$ cat config.mk
export PLATFORM = sky130hd
export DESIGN_NAME = hscg_top
export DESIGN_NICKNAME = d
export VERILOG_FILES = /design/src/hscg_pkg.sv /design/src/hscg_mac_if.sv /design/src/hscg_mac_seq.sv /design/src/hscg_mac_port.sv /design/src/hscg_top.sv
export SDC_FILE = /design/constraint.sdc
export NUM_CORES = 1
export LEC_CHECK = 0
export ABC_AREA = 1
export BUFFER_PORTS_ARGS = -buffer_cell sky130_fd_sc_hd__buf_4
export CAP_MARGIN = 10
export CORE_MARGIN = 2
export CORE_UTILIZATION = 39
export CTS_BUF_LIST = sky130_fd_sc_hd__clkbuf_4 sky130_fd_sc_hd__clkbuf_8
export CTS_CLUSTER_SIZE = 12
export DETAILED_ROUTE_END_ITERATION = 8
export SYNTH_ARGS = -nofsm -noshare
export SYNTH_HDL_FRONTEND = slang
export SYNTH_SLANG_ARGS = --single-unit
$ cat constraint.sdc
create_clock -name clock -period 2.2 [get_ports clock]
set_clock_uncertainty 0.15 [all_clocks]
set_input_delay 0.22 -clock clock [delete_from_list [all_inputs] [get_ports clock]]
set_output_delay 0.22 -clock clock [all_outputs]
set_load 0.02 [all_outputs]
$ cat src/hscg_pkg.sv
package hscg_pkg;
  // register byte offsets
  localparam logic [7:0] HSCG_OFF_GPT_CFG = 8'h8c;
  localparam logic [7:0] HSCG_OFF_GPT_CUR = 8'h90;
  localparam logic [7:0] HSCG_OFF_WORD_ORDER = 8'h98;
  localparam logic [7:0] HSCG_OFF_TICK = 8'h9c;
  localparam logic [7:0] HSCG_OFF_DROP = 8'ha0;
  localparam logic [7:0] HSCG_OFF_MAC_CMD = 8'ha4;
  localparam logic [7:0] HSCG_OFF_MAC_DATA = 8'ha8;
  localparam logic [7:0] HSCG_OFF_EVENT = 8'hb0;
  // field positions
  localparam int HSCG_CMD_PENDING_BIT = 31;
  localparam int HSCG_CMD_RNW_BIT = 30;
  localparam int HSCG_TMR_RUN_BIT = 29;
  localparam int HSCG_DROP_MID_BIT = 31;
  localparam int HSCG_HALF_SEL_BIT = 1;
  // reset and special values
  localparam logic [15:0] HSCG_TMR_ONES = 16'hffff;
  localparam logic [31:0] HSCG_SWAP_KEY = 32'hffffffff;
  localparam logic [31:0] HSCG_ZERO32 = 32'h00000000;
  localparam logic [15:0] HSCG_ZERO16 = 16'h0000;
  localparam logic [7:0] HSCG_ZERO8 = 8'h00;
  // tick timing: 25 MHz ticks from a 100 MHz clock
  localparam int HSCG_CLK_MHZ = 100;
  localparam int HSCG_TICK_MHZ = 25;
  localparam int HSCG_TICK_DIV = HSCG_CLK_MHZ / HSCG_TICK_MHZ;
  localparam int HSCG_TICK_CLEAR_NS = 160;
  localparam int HSCG_CLK_NS = 10;
  localparam int HSCG_TICK_CLEAR_CYC = HSCG_TICK_CLEAR_NS / HSCG_CLK_NS;
  localparam logic [1:0] HSCG_DIV_LAST = 2'(HSCG_TICK_DIV - 1);
  localparam logic [31:0] HSCG_ONE32 = 32'h00000001;
  localparam logic [15:0] HSCG_ONE16 = 16'h0001;
endpackage : hscg_pkg

$ cat src/hscg_mac_if.sv
// carrier between the command sequencer and the mac-side port
interface hscg_mac_if;
  logic req;
  logic rnw;
  logic [7:0] addr;
  logic [31:0] wdata;
  logic done;
  logic [31:0] rdata;
  modport seq (output req, output rnw, output addr, output wdata, input done, input rdata);
  modport port (input req, input rnw, input addr, input wdata, output done, output rdata);
endinterface : hscg_mac_if

$ cat src/hscg_mac_seq.sv
// one-shot sequencer: holds a mac access open until the far side answers
module hscg_mac_seq
  import hscg_pkg::*;
(
  input wire logic clock,
  input wire logic rstn,
  input wire logic clk_en,
  input wire logic start,
  input wire logic rnw,
  input wire logic [7:0] addr,
  input wire logic [31:0] wdata,
  output logic busy,
  output logic finish,
  output logic [31:0] rdata,
  hscg_mac_if.seq mac
);
  typedef enum logic [0:0] {HSCG_IDLE, HSCG_WAIT} hscg_seq_state_t;
  typedef struct packed {
    hscg_seq_state_t st;
    logic fin;
    logic [31:0] rd;
  } hscg_seq_t;
  hscg_seq_t s_q, s_d;

  // next state: request stays up until done is seen
  always_comb begin
    s_d = s_q;
    s_d.fin = 1'b0;
    case (s_q.st)
      HSCG_IDLE: begin
        if (start) begin
          s_d.st = HSCG_WAIT;
        end
      end
      HSCG_WAIT: begin
        if (mac.done) begin
          s_d.st = HSCG_IDLE;
          s_d.fin = 1'b1;
          s_d.rd = mac.rdata;
        end
      end
      default: s_d.st = HSCG_IDLE;
    endcase
  end

  always_ff @(posedge clock) begin
    if (!rstn) begin
      s_q <= '{st: HSCG_IDLE, fin: 1'b0, rd: HSCG_ZERO32};
    end else if (clk_en) begin
      s_q <= s_d;
    end
  end

  assign mac.req = (s_q.st == HSCG_WAIT);
  assign mac.rnw = rnw;
  assign mac.addr = addr;
  assign mac.wdata = wdata;
  assign busy = (s_q.st == HSCG_WAIT);
  assign finish = s_q.fin;
  assign rdata = s_q.rd;
endmodule : hscg_mac_seq

$ cat src/hscg_mac_port.sv
// bridges the carrier to the top-level mac pins
module hscg_mac_port (
  hscg_mac_if.port mac,
  input wire logic ack,
  input wire logic [31:0] rdata_in,
  output logic req,
  output logic rnw,
  output logic [7:0] addr,
  output logic [31:0] wdata
);
  // straight mapping; registering happens in the top
  assign req = mac.req;
  assign rnw = mac.rnw;
  assign addr = mac.addr;
  assign wdata = mac.wdata;
  assign mac.done = ack;
  assign mac.rdata = rdata_in;
endmodule : hscg_mac_port

$ cat src/hscg_top.sv
// Notes on behaviour
// - timer count reads live value, resets ones
// - run bit falling forces preload to ones
// - normal order: a1 high selects upper half
// - all-ones order register swaps half selection
// - fifo half order fixed, not this block
// - 32-bit tick counter, 25 MHz, wraps
// - first half read latches whole count
// - counter clear may take 160 ns
// - tick counter ignores power states; here it stops counting while clk_en is low
// - dropped frame counter increments per drop
// - read clears dropped counter; reset zero
// - bit 31 rising raises midpoint event
// - writing pending bit starts mac access
// - pending clears itself when access done
// - bit 30 selects read or write
// - low 8 bits address mac register
// - data register carries mac data
module hscg_top
  import hscg_pkg::*;
#(
  parameter int ADDR_W = 8
) (
  input wire logic clock,
  input wire logic rstn,
  input wire logic clk_en,
  // host half-word bus, synchronous strobes
  input wire logic [ADDR_W-1:0] host_addr,
  input wire logic host_rd,
  input wire logic host_wr,
  input wire logic [15:0] host_wdata,
  output logic [15:0] host_rdata,
  // general-purpose timer state
  input wire logic [15:0] gp_timer_live,
  output logic gp_timer_run,
  output logic [15:0] gp_timer_preload,
  // receive drop pulse
  input wire logic rx_frame_dropped,
  // mac register side
  output logic mac_req,
  output logic mac_rnw,
  output logic [7:0] mac_addr,
  output logic [31:0] mac_wdata,
  input wire logic mac_ack,
  input wire logic [31:0] mac_rdata,
  // midpoint event to interrupt logic
  output logic rx_drop_midpoint
);
  typedef struct packed {
    logic [15:0] rdata;
    logic run;
    logic [15:0] preload;
    logic [31:0] word_order;
    logic [1:0] div;
    logic [31:0] tick;
    logic [31:0] tick_latch;
    logic [31:0] drop;
    logic mid;
    logic rnw;
    logic [7:0] caddr;
    logic [31:0] data;
    logic mreq;
    logic mrnw;
    logic [7:0] maddr;
    logic [31:0] mwdata;
  } hscg_state_t;
  hscg_state_t s_q, s_d;

  logic [7:0] word_addr;
  logic upper_sel;
  logic start;
  logic busy;
  logic busy_any;
  logic finish;
  logic [31:0] seq_rdata;
  logic p_req;
  logic p_rnw;
  logic [7:0] p_addr;
  logic [31:0] p_wdata;
  logic [31:0] reg_word;
  logic hi_wr;
  logic lo_wr;

  hscg_mac_if mac_bus ();

  // sequencer keeps the access open until the mac answers
  hscg_mac_seq u_seq (
    .clock(clock),
    .rstn(rstn),
    .clk_en(clk_en),
    .start(start),
    .rnw(s_q.rnw),
    .addr(s_q.caddr),
    .wdata(s_q.data),
    .busy(busy),
    .finish(finish),
    .rdata(seq_rdata),
    .mac(mac_bus.seq)
  );

  hscg_mac_port u_port (
    .mac(mac_bus.port),
    .ack(mac_ack),
    .rdata_in(mac_rdata),
    .req(p_req),
    .rnw(p_rnw),
    .addr(p_addr),
    .wdata(p_wdata)
  );

  // word address ignores the half selector bit
  assign word_addr = {host_addr[7:2], 2'b00};
  // swap remaps host halves only, never link order
  assign upper_sel = (s_q.word_order == HSCG_SWAP_KEY) ? !host_addr[HSCG_HALF_SEL_BIT]
                                                       : host_addr[HSCG_HALF_SEL_BIT];
  assign hi_wr = host_wr && upper_sel;
  assign lo_wr = host_wr && !upper_sel;

  // pending stays up through the edge that loads read data, so a
  // host that sees it clear always finds the result in place
  assign busy_any = busy || finish;
  // busy write on upper half starts an access; ignored while busy
  assign start = hi_wr && (word_addr == HSCG_OFF_MAC_CMD)
                 && host_wdata[HSCG_CMD_PENDING_BIT-16] && !busy_any;

  // read word mux; tick reads the latched sample on the second half
  always_comb begin
    reg_word = HSCG_ZERO32;
    case (word_addr)
      HSCG_OFF_GPT_CFG: reg_word = {2'b00, s_q.run, 13'h0000, s_q.preload};
      HSCG_OFF_GPT_CUR: reg_word = {HSCG_ZERO16, gp_timer_live};
      HSCG_OFF_WORD_ORDER: reg_word = s_q.word_order;
      HSCG_OFF_TICK: reg_word = s_q.tick_latch;
      HSCG_OFF_DROP: reg_word = s_q.drop;
      HSCG_OFF_MAC_CMD: reg_word = {busy_any, s_q.rnw, 22'h000000, s_q.caddr};
      HSCG_OFF_MAC_DATA: reg_word = s_q.data;
      HSCG_OFF_EVENT: reg_word = {31'h00000000, s_q.mid};
      default: reg_word = HSCG_ZERO32;
    endcase
  end

  // next-state logic for the whole bank
  always_comb begin
    s_d = s_q;
    s_d.mreq = p_req;
    s_d.mrnw = p_rnw;
    s_d.maddr = p_addr;
    s_d.mwdata = p_wdata;
    // tick divider: stalls with the rest of the bank whenever clk_en is low
    if (s_q.div == HSCG_DIV_LAST) begin
      s_d.div = 2'b00;
      s_d.tick = s_q.tick + HSCG_ONE32;
    end else begin
      s_d.div = s_q.div + 2'b01;
    end
    // first half read samples the counter
    if (host_rd) begin
      if (word_addr == HSCG_OFF_TICK && !upper_sel) begin
        s_d.tick_latch = s_q.tick;
        s_d.rdata = s_q.tick[15:0];
      end else if (word_addr == HSCG_OFF_TICK) begin
        s_d.rdata = s_q.tick_latch[31:16];
      end else begin
        s_d.rdata = upper_sel ? reg_word[31:16] : reg_word[15:0];
      end
    end
    // drop count; a drop in the clearing read cycle is kept
    if (host_rd && word_addr == HSCG_OFF_DROP) begin
      s_d.drop = rx_frame_dropped ? HSCG_ONE32 : HSCG_ZERO32;
    end else if (rx_frame_dropped) begin
      s_d.drop = s_q.drop + HSCG_ONE32;
    end
    // host clears event by writing one; new event wins
    if (lo_wr && word_addr == HSCG_OFF_EVENT && host_wdata[0]) begin
      s_d.mid = 1'b0;
    end
    // midpoint crossing from the incrementing path
    if (!s_q.drop[HSCG_DROP_MID_BIT] && s_d.drop[HSCG_DROP_MID_BIT]) begin
      s_d.mid = 1'b1;
    end
    // host writes, by half
    if (host_wr) begin
      case (word_addr)
        HSCG_OFF_GPT_CFG: begin
          if (upper_sel) begin
            s_d.run = host_wdata[HSCG_TMR_RUN_BIT-16];
            if (s_q.run && !host_wdata[HSCG_TMR_RUN_BIT-16]) begin
              s_d.preload = HSCG_TMR_ONES;
            end
          end else begin
            s_d.preload = host_wdata;
          end
        end
        HSCG_OFF_WORD_ORDER: begin
          if (upper_sel) begin
            s_d.word_order[31:16] = host_wdata;
          end else begin
            s_d.word_order[15:0] = host_wdata;
          end
        end
        HSCG_OFF_MAC_CMD: begin
          if (!busy_any) begin
            if (upper_sel) begin
              s_d.rnw = host_wdata[HSCG_CMD_RNW_BIT-16];
            end else begin
              s_d.caddr = host_wdata[7:0];
            end
          end
        end
        HSCG_OFF_MAC_DATA: begin
          if (!busy_any) begin
            if (upper_sel) begin
              s_d.data[31:16] = host_wdata;
            end else begin
              s_d.data[15:0] = host_wdata;
            end
          end
        end
        default: ;
      endcase
    end
    // read result lands in data one edge after busy drops, at the edge where pending clears
    if (finish && s_q.rnw) begin
      s_d.data = seq_rdata;
    end
  end

  // synchronous reset clears the counter at the next clock edge, whether or not clk_en is high
  always_ff @(posedge clock) begin
    if (!rstn) begin
      s_q <= '{rdata: HSCG_ZERO16, run: 1'b0, preload: HSCG_TMR_ONES,
               word_order: HSCG_ZERO32, div: 2'b00, tick: HSCG_ZERO32,
               tick_latch: HSCG_ZERO32, drop: HSCG_ZERO32, mid: 1'b0,
               rnw: 1'b0, caddr: HSCG_ZERO8, data: HSCG_ZERO32, mreq: 1'b0,
               mrnw: 1'b0, maddr: HSCG_ZERO8, mwdata: HSCG_ZERO32};
    end else if (clk_en) begin
      s_q <= s_d;
    end
  end

  // outputs straight from flip-flops
  assign host_rdata = s_q.rdata;
  assign gp_timer_run = s_q.run;
  assign gp_timer_preload = s_q.preload;
  assign mac_req = s_q.mreq;
  assign mac_rnw = s_q.mrnw;
  assign mac_addr = s_q.maddr;
  assign mac_wdata = s_q.mwdata;
  assign rx_drop_midpoint = s_q.mid;
endmodule : hscg_top

==> results_dict.tcl <==
set metrics [dict create \
    syn_area_um2 13700 \
    die_area_um2 36700 \
    drt_drc_violations_left 0 \
    max-clock-path-buffers 3 \
    portBuffers 153 \
    grt_pass1_vias 12700 \
    regToRegEndpoint "s_q[46]" \
    rows 68 \
    yosysMostFrequentCell "nand2_1" \
    place_congestion 0.937 \
    status "finished clean" \
    grt_max_degree 65 \
    initial_core_util 0.397 \
    critPathMostFrequentCell "nand2_1" \
    drtPass1Iterations 6 \
    synth_edf_count 0 \
    peakVddDrop_mv 0.422 \
    core_um2 34500 \
    clk_pin_slew_worst_paths_ns 0.06 \
    reg2reg_depth 13 \
    reg2reg_from "s_q[191]" \
    async_reset_ff_frac 0 \
    hold-path-endpoint "s_q[84]" \
    finalCritPeriodShare 0.953 \
    cp_cell_sequence "nand2_1 -> nor2_1 -> nand2_1 -> nor2_2 -> nand3_2 -> nand2_2 -> buf_12 -> nand2_4 -> a21boi_4 -> buf_12 -> nand2_1 -> nand2_2 -> nor2_1" \
    post_drt_via_cell_ratio 5.02 \
    syn_inst 2081 \
    crit_arrival_ns 2.43 \
    r2r_slack_ns 0.10 \
    cts_made_buffers 48 \
    synth-seq-area-share 0.387 \
    die_h_um 191 \
    use_met1 0.348 \
    final_cells 2732 \
    wl_um 46300 \
    synth-seq-cells 265 \
    relSlewSlack 0.640 \
    final.setup.worst_slack_ns 0.102 \
    finalMaxSlewViolations 0 \
    gr-total-overflow 0 \
    critPathTopFamily "simple AND/OR/NAND/NOR gates" \
    worstSkewPairLatency_ns 0.59 \
    grt_usage 0.250 \
    path_class "register to register" \
    cts_tree "built" \
    cap_violations 0 \
    dpl.hpwl_um 34100 \
    tightest_slew_ns 0.535 \
    hold_start "clk_en" \
    cts_max_level 2 \
    drive_gt1_frac 0.175 \
    drt_first_iter_violations 1201 \
    min_path_cells 5 \
    dpl_worst_slack_ns 0.0471 \
    synth.distinct_cells 50 \
    final_hold_viol_count 0 \
    synth_top_cell_area_share 0.387 \
    setup_viol 0 \
    cts-root-buf "clkbuf_8" \
    start_kind "register" \
    syn-num-nets 2163 \
    path_buf_inv 2 \
    critPathMaxFanout 8 \
    cp.required_ns 2.53 \
    use_met3 0.0404 \
    die-width_um 191 \
    num-fill-cells 3572 \
    ys.flop_type "dfxtp_1" \
    synth_top_area_cell "dfxtp_1" \
    powerDensity_nw_per_um2 640 \
    synth_commonest_cells "nand2_1, dfxtp_1, inv_1, o21ai_0, nor2_1" \
    crit_path_top_delay_cell "dfxtp_2" \
    io_pins 155 \
    max_freq_mhz 477 \
    netlist_top_cells_area "dfxtp_1, nand2_1, o21ai_0" \
    min_path_type "input pin to register" \
    post-route-min-period_ns 2.10 \
    grt.busiest_layer "met2" \
    vias 13700 \
    antenna_found_initial 0 \
    synthToLayoutAreaGrowth_pct 23.5 \
    ys_warn_count 0 \
    antenna_cells 0 \
    leakagePower_uw 0.00704 \
    final_nets 2320 \
    place_inst 2579 \
    wl_per_cell_um 16.9 \
    use_met2 0.385 \
    cts.sinks 265 \
    grt_pass1_wl_um 70500 \
    rsz0062_at_grt "true" \
    drtAntennaViolNets 0 \
    synth_area_per_cell_um2 6.59 \
    critPathMaxStageDelay_ns 0.34 \
    crit_path_end_kind "register" \
]
-- worst reg2reg max path, cell delays in order (launching register included) --
cell	delay (ns)
dfxtp_2	0.34
nand2_1	0.05
nor2_1	0.11
nand2_1	0.10
nor2_2	0.18
nand3_2	0.08
nand2_2	0.09
buf_12	0.13
nand2_4	0.06
a21boi_4	0.26
buf_12	0.19
nand2_1	0.08
nand2_2	0.12
nor2_1	0.05
-- sequential cells by signal (all words and copies together), names as in the netlist, 8 cells and up --
| name | count |
|---|---|
| s_q | 155 |
| u_seq.rdata | 32 |
| mac_wdata | 32 |
| host_rdata | 16 |
| gp_timer_preload | 16 |
| mac_addr | 8 |
-- per-stage QoR --
step	instance area, um2	utilization	power (uW)	TNS (ns)	hold slack (ns)
2_1_floorplan	13700	-	5430	0	0.218
5_1_grt	16900	0.490	11200	-0.120	0.0478
6_report	16900	0.490	10800	0	0.0358
3_3_place_gp	15100	0.436	5770	0	0.284
3_5_place_dp	15100	0.436	5780	0	0.285
4_1_cts	16700	0.483	10900	0	0.0000283
-- worst max path at each step --
stage                 start        endpoint  slack [ns]  cells past startpoint
2_1_floorplan       s_q[84]        s_q[114]        0.30                     10
3_5_place_dp   host_addr[6]  host_rdata[12]        0.05                     14
3_3_place_gp   host_addr[6]   host_rdata[3]        0.04                     14
6_report           s_q[191]         s_q[46]        0.10                     13
5_1_grt            s_q[193]      u_seq.busy       -0.02                     10
4_1_cts            s_q[190]         s_q[52]        0.06                     13
-- cell usage in the layout, fill, tap and decap left out, drive strengths merged, types with 2 or more instances in the layout --
cell / n
ha: 3
or2: 4
clkbuf: 83
and3: 2
inv: 267
dlygate4sd3: 56
buf: 222
nor3b: 5
nand3b: 4
nand4: 21
nand2: 478
xor2: 12
o21ai: 215
dfxtp: 265
a21oi: 177
nor2: 217
nand3: 169
a211oi: 12
nor3: 37
nor4: 5
clkinv: 11
-- power breakdown --
part / leakage, uW / switching (uW) / internal, uW / total, uW
clock: 0.000575 / 2140 / 2910 / 5050
sequential: 0.00215 / 34.7 / 4850 / 4890
combinational: 0.00431 / 531 / 357 / 888
-- logic make-up after synthesis --
group,synth area share
simple gates,0.293
buf+inv,0.150
compound gates,0.159
flops,0.387
xor+xnor,0.00831
fa+ha+maj,0.00274
-- cell type report --
type	instances	area, um2	share of cell area
clock buffers	80	1010	0.0599
repair buffers	281	2490	0.147
multi-input cells	1372	6450	0.381
inverters	270	1030	0.0607
well taps	455	569	0.0336
clock inverters	9	48.8	0.00288
flip-flops and latches	265	5330	0.315
-- routing by layer --
| layer | routed length [um] | share of wire | up-vias |
|---|---|---|---|
| li1 | - | - | 6910 |
| met1 | 21300 | 0.46 | 6262 |
| met2 | 20200 | 0.44 | 463 |
| met3 | 3060 | 0.066 | 93 |
| met4 | 1640 | 0.035 | 0 |
| met5 | 0 | 0 | - |
-- what timing repair did --
item                       4_1_cts  5_1_grt
gates resized for setup          0       53
setup buffers                    0        5
setup endpoints to repair        0       76
hold endpoints to repair       111        0
hold buffers                    56        0
No activity file was read; power rests on OpenSTA's default activity.
